===== config.mk =====
export PLATFORM = sky130hd
export DESIGN_NAME = dpc_ctrl
export DESIGN_NICKNAME = d
export VERILOG_FILES = /design/src/rtl/dpc_pkg.sv /design/src/rtl/dpc_ctrl.sv /design/src/rtl/dpc_sync.sv
export SDC_FILE = /design/constraint.sdc
export NUM_CORES = 1
export LEC_CHECK = 0
export BUFFER_PORTS_ARGS = -buffer_cell sky130_fd_sc_hd__buf_2
export CAP_MARGIN = 0
export CORE_MARGIN = 4
export CORE_UTILIZATION = 45
export DETAILED_ROUTE_END_ITERATION = 16
export GPL_ROUTABILITY_DRIVEN = 0
export PLACE_DENSITY_LB_ADDON = 0.15
export SLEW_MARGIN = 25
export SYNTH_ARGS = -nofsm -noshare
export SYNTH_HDL_FRONTEND = slang
export SYNTH_SLANG_ARGS = --single-unit

===== constraint.sdc =====
create_clock -name core_clk -period 1.6 [get_ports core_clk]
set_input_delay 0.24 -clock core_clk [delete_from_list [all_inputs] [get_ports core_clk]]
set_output_delay 0.24 -clock core_clk [all_outputs]
set_load 0.01 [all_outputs]

===== src/rtl/dpc_pkg.sv =====
/*
 * constants and types for the dram power-down, reset and termination control block.
 * assumes a 10 MHz core clock; no bus, all control bits are plain ports.
 */
package dpc_pkg;

	// ****************************************
	// clock and timing
	// ****************************************
	localparam int DPC_CLK_PERIOD_NS = 100;
	localparam int DPC_RESET_MIN_NS = 100;
	localparam int DPC_RESET_MIN_CYC = (DPC_RESET_MIN_NS + DPC_CLK_PERIOD_NS - 1) / DPC_CLK_PERIOD_NS;
	localparam int DPC_RELOCK_NS = 24;
	localparam int DPC_RELOCK_MIN_CK = 10;
	localparam int DPC_RELOCK_NS_CYC = (DPC_RELOCK_NS + DPC_CLK_PERIOD_NS - 1) / DPC_CLK_PERIOD_NS;
	localparam int DPC_RELOCK_CYC = (DPC_RELOCK_MIN_CK > DPC_RELOCK_NS_CYC) ?
		DPC_RELOCK_MIN_CK : DPC_RELOCK_NS_CYC;
	localparam logic [3:0] DPC_RELOCK_CNT = 4'(DPC_RELOCK_CYC);

	// ****************************************
	// mode register fields
	// ****************************************
	localparam int DPC_MR0_EXIT_BIT = 12;
	localparam int DPC_MR0_WR_LO = 9;
	localparam int DPC_MR0_WR_HI = 11;
	localparam int DPC_MR1_RTT_B0 = 2;
	localparam int DPC_MR1_RTT_B1 = 6;
	localparam int DPC_MR1_RTT_B2 = 9;
	localparam int DPC_MR2_RWR_LO = 9;
	localparam int DPC_MR2_RWR_HI = 10;
	localparam logic [15:0] DPC_MR_RESET = 16'h0000;

	// ****************************************
	// command codes {cs_n, ras_n, cas_n, we_n}
	// ****************************************
	localparam logic [3:0] DPC_CMD_NOP = 4'h7;
	localparam logic [3:0] DPC_CMD_DES_MASK = 4'h8;
	localparam logic [3:0] DPC_CMD_REF = 4'h1;
	localparam logic [3:0] DPC_CMD_SREF = 4'h1;

	// ****************************************
	// termination selector codes
	// ****************************************
	localparam logic [1:0] DPC_TERM_OFF = 2'h0;
	localparam logic [1:0] DPC_TERM_NOM = 2'h1;
	localparam logic [1:0] DPC_TERM_WR = 2'h2;

	localparam logic [15:0] DPC_REFCNT_RESET = 16'h0000;

	typedef enum logic [5:0] {
		DPC_ST_RESET = 6'b000001,
		DPC_ST_IDLE = 6'b000010,
		DPC_ST_ACT_PD = 6'b000100,
		DPC_ST_PRE_PD_FAST = 6'b001000,
		DPC_ST_PRE_PD_SLOW = 6'b010000,
		DPC_ST_SELF_REF = 6'b100000
	} dpc_state_t;

endpackage


===== src/rtl/dpc_ctrl.sv =====
/*
 * device-side power-down, reset and on-die termination control.
 * assumes commands and cke come from the memory controller on core_clk,
 * dram_reset_n and odt_pin are asynchronous pins.
 */
`timescale 1ns/1ps
`default_nettype none
// Notes on behaviour
// - open bank at entry gives active power-down
// - all banks closed gives precharge power-down
// - exit bit picks fast or slow exit
// - active power-down keeps dll, fast exit
// - reset low in power-down goes to reset
// - exit on cke high with nop
// - write recovery count from mr0 bits
// - reset acts whenever it falls low
// - reset disables outputs, termination, state
// - reset clears refresh counters
// - no termination with dll disabled
// - ignore termination pin in self refresh
// - termination asynchronous in slow-exit precharge power-down
// - dynamic termination only during write bursts
// - enter power-down on cke low with nop
module dpc_ctrl
(
	input wire logic core_clk,
	input wire logic rst_n,
	input wire logic dram_reset_n,
	input wire logic cke,
	input wire logic [3:0] cmd,
	input wire logic cmd_busy,
	input wire logic [7:0] bank_open,
	input wire logic mr_load,
	input wire logic [1:0] mr_sel,
	input wire logic [15:0] mr_data,
	input wire logic dll_disable,
	input wire logic write_burst,
	input wire logic odt_pin,
	output logic [dpc_pkg::DPC_MR0_WR_HI-dpc_pkg::DPC_MR0_WR_LO:0] wr_recovery,
	output logic dll_on,
	output logic odt_async,
	output logic odt_active,
	output logic [1:0] term_sel,
	output logic out_enable,
	output logic in_reset,
	output logic active_pd,
	output logic precharge_pd,
	output logic slow_exit,
	output logic relock_busy,
	output logic [15:0] refresh_count
);
	import dpc_pkg::*;

	dpc_state_t state_r;
	dpc_state_t state_nxt;
	logic [15:0] mr0_r;
	logic [15:0] mr0_nxt;
	logic [15:0] mr1_r;
	logic [15:0] mr1_nxt;
	logic [15:0] mr2_r;
	logic [15:0] mr2_nxt;
	logic [3:0] relock_r;
	logic [3:0] relock_nxt;
	logic [15:0] refcnt_r;
	logic [15:0] refcnt_nxt;
	logic [1:0] term_r;
	logic [1:0] term_nxt;
	logic odt_act_r;
	logic odt_act_nxt;
	logic reset_s;
	logic odt_s;
	logic idle_cmd;
	logic nom_en;
	logic wr_en;
	logic dll_run;
	logic term_allowed;

	// ****************************************
	// pin synchronisers
	// ****************************************
	dpc_sync #(.RST_VAL(1'b0)) u_reset_sync
	(
		.core_clk(core_clk),
		.rst_n(rst_n),
		.async_in(dram_reset_n),
		.sync_out(reset_s)
	);

	dpc_sync #(.RST_VAL(1'b0)) u_odt_sync
	(
		.core_clk(core_clk),
		.rst_n(rst_n),
		.async_in(odt_pin),
		.sync_out(odt_s)
	);

	// nop, or deselect when chip select is high
	assign idle_cmd = (cmd == DPC_CMD_NOP) || ((cmd & DPC_CMD_DES_MASK) == DPC_CMD_DES_MASK);

	// ****************************************
	// power state machine
	// ****************************************
	always_comb
	begin
		state_nxt = state_r;
		relock_nxt = (relock_r != 4'h0) ? relock_r - 4'h1 : 4'h0;
		refcnt_nxt = refcnt_r;
		case (state_r)
			DPC_ST_RESET:
			begin
				if (reset_s)
				begin
					state_nxt = DPC_ST_IDLE;
				end
			end
			DPC_ST_IDLE:
			begin
				if (cke && cmd == DPC_CMD_REF)
				begin
					refcnt_nxt = refcnt_r + 16'h0001;
				end
				if (!cke && cmd == DPC_CMD_SREF)
				begin
					state_nxt = DPC_ST_SELF_REF;
				end
				else if (!cke && idle_cmd && !cmd_busy)
				begin
					if (|bank_open)
					begin
						state_nxt = DPC_ST_ACT_PD;
					end
					else if (mr0_r[DPC_MR0_EXIT_BIT])
					begin
						state_nxt = DPC_ST_PRE_PD_FAST;
					end
					else
					begin
						state_nxt = DPC_ST_PRE_PD_SLOW;
					end
				end
			end
			DPC_ST_ACT_PD, DPC_ST_PRE_PD_FAST:
			begin
				if (cke && idle_cmd)
				begin
					state_nxt = DPC_ST_IDLE;
				end
			end
			DPC_ST_PRE_PD_SLOW:
			begin
				if (cke && idle_cmd)
				begin
					state_nxt = DPC_ST_IDLE;
					relock_nxt = DPC_RELOCK_CNT;
				end
			end
			DPC_ST_SELF_REF:
			begin
				if (cke && idle_cmd)
				begin
					state_nxt = DPC_ST_IDLE;
				end
			end
			default:
			begin
				state_nxt = DPC_ST_RESET;
			end
		endcase
		if (!reset_s)
		begin
			state_nxt = DPC_ST_RESET;
			relock_nxt = 4'h0;
			refcnt_nxt = DPC_REFCNT_RESET;
		end
	end

	always_ff @(posedge core_clk)
	begin
		if (!rst_n)
		begin
			state_r <= DPC_ST_RESET;
			relock_r <= 4'h0;
			refcnt_r <= DPC_REFCNT_RESET;
		end
		else
		begin
			state_r <= state_nxt;
			relock_r <= relock_nxt;
			refcnt_r <= refcnt_nxt;
		end
	end

	// ****************************************
	// mode registers
	// ****************************************
	always_comb
	begin
		mr0_nxt = mr0_r;
		mr1_nxt = mr1_r;
		mr2_nxt = mr2_r;
		if (!reset_s)
		begin
			mr0_nxt = DPC_MR_RESET;
			mr1_nxt = DPC_MR_RESET;
			mr2_nxt = DPC_MR_RESET;
		end
		else if (mr_load && state_r == DPC_ST_IDLE)
		begin
			case (mr_sel)
				2'h0: mr0_nxt = mr_data;
				2'h1: mr1_nxt = mr_data;
				2'h2: mr2_nxt = mr_data;
				default: mr0_nxt = mr0_r;
			endcase
		end
	end

	always_ff @(posedge core_clk)
	begin
		if (!rst_n)
		begin
			mr0_r <= DPC_MR_RESET;
			mr1_r <= DPC_MR_RESET;
			mr2_r <= DPC_MR_RESET;
		end
		else
		begin
			mr0_r <= mr0_nxt;
			mr1_r <= mr1_nxt;
			mr2_r <= mr2_nxt;
		end
	end

	// ****************************************
	// termination control
	// ****************************************
	// nominal enable from any of the three mode bits
	assign nom_en = mr1_r[DPC_MR1_RTT_B0] | mr1_r[DPC_MR1_RTT_B1] | mr1_r[DPC_MR1_RTT_B2];
	assign wr_en = |mr2_r[DPC_MR2_RWR_HI:DPC_MR2_RWR_LO];
	assign dll_run = (state_r != DPC_ST_PRE_PD_SLOW) && (state_r != DPC_ST_RESET) && !dll_disable;
	// pin ignored in self refresh, reset, dll-disable mode or with both modes off
	assign term_allowed = (state_r != DPC_ST_SELF_REF) && (state_r != DPC_ST_RESET)
		&& !dll_disable && (nom_en || wr_en);

	always_comb
	begin
		term_nxt = DPC_TERM_OFF;
		odt_act_nxt = 1'b0;
		if (reset_s && term_allowed && odt_s)
		begin
			odt_act_nxt = 1'b1;
			if (write_burst && wr_en)
			begin
				term_nxt = DPC_TERM_WR;
			end
			else if (nom_en)
			begin
				term_nxt = DPC_TERM_NOM;
			end
		end
	end

	always_ff @(posedge core_clk)
	begin
		if (!rst_n)
		begin
			term_r <= DPC_TERM_OFF;
			odt_act_r <= 1'b0;
		end
		else
		begin
			term_r <= term_nxt;
			odt_act_r <= odt_act_nxt;
		end
	end

	// ****************************************
	// outputs
	// ****************************************
	assign wr_recovery = mr0_r[DPC_MR0_WR_HI:DPC_MR0_WR_LO];
	assign dll_on = dll_run;
	// asynchronous in slow-exit precharge power-down or while the dll is still relocking
	assign odt_async = (state_r == DPC_ST_PRE_PD_SLOW) || (relock_r != 4'h0);
	assign odt_active = odt_act_r;
	assign term_sel = term_r;
	assign out_enable = (state_r == DPC_ST_IDLE);
	assign in_reset = (state_r == DPC_ST_RESET);
	assign active_pd = (state_r == DPC_ST_ACT_PD);
	assign precharge_pd = (state_r == DPC_ST_PRE_PD_FAST) || (state_r == DPC_ST_PRE_PD_SLOW);
	assign slow_exit = (state_r == DPC_ST_PRE_PD_SLOW);
	assign relock_busy = (relock_r != 4'h0);
	assign refresh_count = refcnt_r;
endmodule
`default_nettype wire


===== src/rtl/dpc_sync.sv =====
/*
 * three-stage input synchroniser with agreement filter.
 * assumes the input is asynchronous to core_clk.
 */
`timescale 1ns/1ps
`default_nettype none
module dpc_sync
#(
	parameter logic RST_VAL = 1'b0
)
(
	input wire logic core_clk,
	input wire logic rst_n,
	input wire logic async_in,
	output logic sync_out
);
	logic s1_r;
	logic s2_r;
	logic s3_r;
	logic out_r;
	logic out_nxt;

	// ****************************************
	// filter: change only once stages two and three agree
	// ****************************************
	always_comb
	begin
		out_nxt = out_r;
		if (s2_r == s3_r)
		begin
			out_nxt = s3_r;
		end
	end

	always_ff @(posedge core_clk)
	begin
		if (!rst_n)
		begin
			s1_r <= RST_VAL;
			s2_r <= RST_VAL;
			s3_r <= RST_VAL;
			out_r <= RST_VAL;
		end
		else
		begin
			s1_r <= async_in;
			s2_r <= s1_r;
			s3_r <= s2_r;
			out_r <= out_nxt;
		end
	end

	assign sync_out = out_r;
endmodule
`default_nettype wire


==> impl_metrics.json, run 1 <==
{
  "p_sw_w": 0.000423,
  "syn_to_final_growth_pct": 46.0,
  "clkLatencyLatePin_ns": 0.30,
  "highest_layer": "met4",
  "path_clk_slew_ns": 0.09,
  "timing.hold.ws_ns": 0.144,
  "grt_use_total": 0.185,
  "hold_path.class": "input pin to flop",
  "combPwrFrac": 0.037,
  "cts_tree": "done",
  "htreeDepth": 2,
  "syn_inst": 235,
  "finalMaxSlewViolations": 0,
  "seq_area_frac_synth": 0.449,
  "vias": 1989,
  "synthDistinctLibCells": 45,
  "cp-start-kind": "flop",
  "power.density_mw_per_mm2": 640,
  "worst_slack_ns": -0.137,
  "port_buffers": 58,
  "synth_area_leaders": "dfxtp_1 (45%), nor2_1 (6.2%), xnor2_1 (5.5%)",
  "worst_setup_path_end_kind": "flop",
  "finalHoldViolCount": 0,
  "max-clock-path-buffers": 2,
  "violations": "negative setup slack",
  "seqPwrFrac": 0.600,
  "antenna_left": 0,
  "syn_nets": 275,
  "yosys_warnings": 0,
  "rsz0062_at_grt": "yes",
  "path_class": "flop to flop",
  "max_freq_ghz": 0.576,
  "io_pins": 69,
  "totalPowerFinal_w": 0.00192,
  "synth_edf_count": 0,
  "yosys.area.top_type": "dfxtp_1",
  "cts_made_buffers": 5,
  "period_needed_ns": 1.74,
  "antenna_found_initial": 0,
  "die_area_sq_mm": 0.00571,
  "die_w_um": 75.5,
  "grt_max_degree": 15,
  "drive_gt1_frac": 0.423,
  "required_ns": 1.84,
  "outcome": "finished with violations",
  "dp.cells": 362,
  "cp.arrival_ns": 1.98,
  "irDropWorstVdd_v": 0.000368,
  "hold_buffers": 0,
  "timing.final.crit_share": 1.09,
  "wl_met2_um": 2580,
  "async_flop_share": 0,
  "wl_um": 5170,
  "internal-power_w": 0.00150,
  "diodes": 0,
  "vias_per_cell": 5.26,
  "synth_top_area_share": 0.449,
  "grt_pass1_vias": 1773,
  "syn-cell-area_sq_mm": 0.00205,
  "fin_nets": 365,
  "wl_per_cell_um": 13.7,
  "worstMarginPinSlew_ns": 0.532,
  "row_count": 24,
  "p_leak_nw": 1.30,
  "drt-met1-wl_um": 2310,
  "crit_fanout": 5,
  "tns_ns": -1.37,
  "final_cells": 378,
  "drc": 0,
  "clock_skew_ns": 0.00687,
  "max-slew-margin-rel": 0.645,
  "cts-root-buf": "clkbuf_8",
  "yosys_register_bits": 46,
  "met3_length_um": 264,
  "drtIter0Drc": 66,
  "swShare": 0.220,
  "grt_pass1_wl_um": 8070,
  "core_area_sq_mm": 0.00438,
  "grt-ovfl-total": 0,
  "start_util": 0.468,
  "chipHeight_um": 75.5,
  "pwr-share-clk": 0.362,
  "synthFlopType": "dfxtp_1",
  "dp_slack_ns": -0.161,
  "cts_sinks": 46,
  "drtPass1Iterations": 4,
  "synth.avg_cell_area_sq_um": 8.74,
  "setup_violations": 19,
  "dp_hpwl_um": 3660,
  "maxCapViolations": 0
}
-- worst paths after layout --
kind | slack, ns | cells after the start | end | from
max | -0.14 | 7 | term_sel[0] | state_r[5]
min | 0.14 | 2 | u_reset_sync.s1_r | dram_reset_n
max reg2reg | -0.14 | 7 | term_sel[0] | state_r[5]
min reg2reg | 0.44 | 1 | u_reset_sync.s2_r | u_reset_sync.s1_r
-- power by group through the flow --
stage	logic (W)	clock network, W	registers, W
global placement	0.0000667	0	0.00118
finish	0.0000715	0.000695	0.00115
global route	0.0000791	0.000776	0.00115
detailed placement	0.0000684	0	0.00118
floorplan	0.0000166	0	0.00118
CTS	0.0000706	0.000728	0.00115
-- what timing repair did --
| item | CTS | global route |
|---|---|---|
| endpoints found under the hold margin | 0 | 0 |
| endpoints found under the setup margin | 18 | 39 |
| setup buffers | 2 | 7 |
| gates resized for setup | 23 | 26 |
| pin swaps | 8 | 9 |
-- cell families after synthesis --
family	Yosys count	synth area share
adder cells (fa/ha/maj)	1	0.00609
AO/OA/AOI/OAI	26	0.0731
flip-flops	46	0.449
buffers and inverters	19	0.0414
XOR/XNOR	14	0.0597
multiplexers	10	0.0488
AND/OR/NAND/NOR	119	0.322
-- cells in the final DEF, fill, tap and decap left out, drive strengths merged, types with 2 or more instances in the layout --
master / Yosys / final
and4b: 2 / 2
inv: 9 / 9
buf: 4 / 93
mux2i: 10 / 10
nand4b: 2 / 2
nand3: 6 / 6
a21oi: 8 / 8
nand2b: 2 / 2
a21boi: 2 / 2
o21ai: 10 / 10
nor4: 12 / 12
clkinv: 0 / 2
or3: 3 / 3
dfxtp: 46 / 46
nand4: 5 / 5
and2: 7 / 7
nor2: 34 / 34
nor3: 14 / 14
xnor2: 13 / 13
nor4b: 3 / 3
clkbuf: 6 / 6
nand2: 20 / 20
-- cell type report --
type,instances,area [sq um]
fill,385,1390
inverter,9,33.8
clock buffer,6,72.6
timing repair buffer,93,587
clock inverter,2,13.8
tap,52,65.1
multi-input combinational,170,1300
sequential,46,927
-- synthesized netlist by cell type, types with 2 or more instances --
cell       n
a21boi_0   2
nor3_1    14
mux2i_1   10
xnor2_1   13
and2_1     7
clkbuf_1   5
nand2b_1   2
nand2_1   20
nor4_1    11
or3_1      3
nand4_1    4
inv_1      9
o21ai_0   10
dfxtp_1   46
buf_4      3
nand3_1    6
a21oi_1    8
nor2_1    34
nand4b_1   2
-- per-layer routing --
| layer | track usage | vias to the layer above |
|---|---|---|
| met1 | 0.232 | 938 |
| li1 | - | 1002 |
| met4 | 0.0641 | 0 |
| met3 | 0.0567 | 2 |
| met2 | 0.303 | 47 |
| met5 | 0 | - |
-- metrics by stage --
step,utilization,instance area [sq um]
finish,0.684,3000
global route,0.684,3000
CTS,0.641,2810
detailed placement,0.591,2590
global placement,0.591,2590
floorplan,-,2080
-- worst max-delay path, stage by stage, from the launching register on --
cell and delay, ns:
dfxtp_2 0.37, nor4_4 0.05, buf_4 0.15, and3b_2 0.23, buf_4 0.13, buf_4 0.13, or4_4 0.53, nor2_1 0.11
-- sequential cells by signal, indices dropped and copies added, names as in the netlist, 2 cells and up --
register / cells
mr1_r: 3
term_sel: 2
mr0_r: 4
relock_r: 4
refresh_count: 16
mr2_r: 2
state_r: 6
Power figures use the tool's default switching activity.
==> run 2: changes to the inputs <==
--- a/config.mk
+++ b/config.mk
@@ -12,6 +12,7 @@
 export DETAILED_ROUTE_END_ITERATION = 16
 export GPL_ROUTABILITY_DRIVEN = 0
 export PLACE_DENSITY_LB_ADDON = 0.15
+export RECOVER_POWER = 50
 export SLEW_MARGIN = 25
 export SYNTH_ARGS = -nofsm -noshare
 export SYNTH_HDL_FRONTEND = slang
==> run 2 against run 1 <==
The flow still finishes with violations (negative setup slack). Critical endpoint unchanged. Utilization is 0.63 points lower. Largest power group unchanged. Sequential power hardly changed. Die area stayed put. Clock skew hardly changed. Via count is 0.35% lower. Clock-buffer cell count stayed put. Critical path type unchanged. Sequential cell count stayed put. Clock power hardly changed.
==> impl_metrics.json, run 2 (synthesized netlist as in run 1, its figures left out) <==
{
  "clkLatencyLatePin_ns": 0.30,
  "cts_tree": "done",
  "syn_to_final_growth_pct": 44.7,
  "drtIter0Drc": 73,
  "seqPwrFrac": 0.600,
  "largest_reg_flops": 16,
  "die_w_um": 75.5,
  "tns_ns": -1.44,
  "path_cells": "nor4_4, buf_4, and3b_2, buf_4, buf_4, or4_4, nor2_1",
  "chipHeight_um": 75.5,
  "vias_per_cell": 5.24,
  "critPathSlowestCell": "or4_4",
  "irDropWorstVdd_v": 0.000369,
  "vias": 1982,
  "cpLargestDelayFamily": "simple AND/OR/NAND/NOR gates",
  "core_area_sq_mm": 0.00438,
  "max_freq_ghz": 0.574,
  "path_class": "flop to flop",
  "totalPowerFinal_w": 0.00192,
  "worst_slack_ns": -0.143,
  "port_buffers": 58,
  "wl_per_cell_um": 13.6,
  "worstMarginPinSlew_ns": 0.534,
  "period_needed_ns": 1.74,
  "drive_gt1_frac": 0.368,
  "max-clock-path-buffers": 2,
  "finalHoldViolCount": 0,
  "cp-start-kind": "flop",
  "worst-r2r-setup-slack_ns": -0.14,
  "required_ns": 1.84,
  "cts_made_buffers": 5,
  "cpMostUsedCell": "buf_4",
  "start_util": 0.468,
  "crit_fanout": 5,
  "setup_violations": 19,
  "fin_nets": 365,
  "finalMaxSlewViolations": 0,
  "cts_sinks": 46,
  "cts-root-buf": "clkbuf_8",
  "rsz0062_at_grt": "yes",
  "clock_skew_ns": 0.00687,
  "violations": "negative setup slack",
  "timing.final.crit_share": 1.09,
  "path_clk_slew_ns": 0.09,
  "p_leak_nw": 1.23,
  "critPathMaxStageDelay_ns": 0.53,
  "grt_max_degree": 15,
  "grt-ovfl-total": 0,
  "combPwrFrac": 0.036,
  "crit_buf_inv": 3,
  "p_sw_w": 0.000424,
  "layout_common_cells": "buf_2 (41), dfxtp_1 (41), nor2_1 (31)",
  "grt_pass1_wl_um": 8070,
  "diodes": 0,
  "power.density_mw_per_mm2": 646,
  "hold_path.class": "input pin to flop",
  "io_pins": 69,
  "die_area_sq_mm": 0.00571,
  "swShare": 0.221,
  "max-slew-margin-rel": 0.643,
  "grt_pass1_vias": 1773,
  "row_count": 24,
  "dp_slack_ns": -0.161,
  "timing.hold.ws_ns": 0.145,
  "worst_setup_path_end_kind": "flop",
  "antenna_left": 0,
  "pwr-share-clk": 0.363,
  "outcome": "finished with violations",
  "grt_use_total": 0.185,
  "wl_um": 5150,
  "maxCapViolations": 0,
  "fillCellCount": 395,
  "drtPass1Iterations": 4,
  "internal-power_w": 0.00149,
  "drc": 0,
  "dp_hpwl_um": 3660,
  "cp.arrival_ns": 1.99,
  "htreeDepth": 2,
  "antenna_found_initial": 0
}
## run 2: cell count changes in the layout (fill, tap and decap cells not counted)
cell,delta
clkbuf_1,+18
buf_2,-16
and2_0,+2
and2_1,-2
buf_4,-2
## run 2: per-stage QoR
stage	utilization	cell area, sq um	instances
2_1_floorplan	-	2080	235
3_3_place_gp	0.591	2590	362
3_5_place_dp	0.591	2590	362
4_1_cts	0.641	2810	372
5_1_grt	0.678	2970	378
6_report	0.678	2970	378
## run 2: power groups by stage
| stage | Sequential [W] | Clock [W] | Combinational [W] |
|---|---|---|---|
| floorplan | 0.00118 | 0 | 0.0000166 |
| global placement | 0.00118 | 0 | 0.0000667 |
| detailed placement | 0.00118 | 0 | 0.0000684 |
| CTS | 0.00115 | 0.000728 | 0.0000706 |
| global route | 0.00115 | 0.000776 | 0.0000775 |
| finish | 0.00115 | 0.000697 | 0.0000698 |
## run 2: final timing paths
path              cells after the start                end              start
hold / removal                        2  u_reset_sync.s1_r       dram_reset_n
setup / recovery                      7        term_sel[0]         state_r[5]
hold reg to reg                       1  u_reset_sync.s2_r  u_reset_sync.s1_r
setup reg to reg                      7        term_sel[0]         state_r[5]
## run 2: per-layer routing
metal | GRT usage | part of all wire | vias up
met3 | 0.0567 | 0.052 | 4
met4 | 0.0641 | 0.0052 | 0
met5 | 0 | 0 | -
met1 | 0.232 | 0.44 | 928
li1 | - | - | 1006
met2 | 0.303 | 0.50 | 44
## run 2: layout make-up
cell class | instances | area [sq um] | area share
well taps | 52 | 65.1 | 0.0219
clock inverters | 2 | 13.8 | 0.00463
repair buffers | 93 | 559 | 0.188
inverters | 9 | 33.8 | 0.0114
clock buffers | 6 | 72.6 | 0.0244
multi-input cells | 170 | 1300 | 0.437
flip-flops and latches | 46 | 927 | 0.312
## run 2: what timing repair did
item / in CTS / in global routing
hold buffers: 0 / 0
pin swaps: 8 / 9
endpoints found under the hold margin: 0 / 0
gates resized for setup: 23 / 26
setup buffers: 2 / 7
endpoints found under the setup margin: 18 / 39
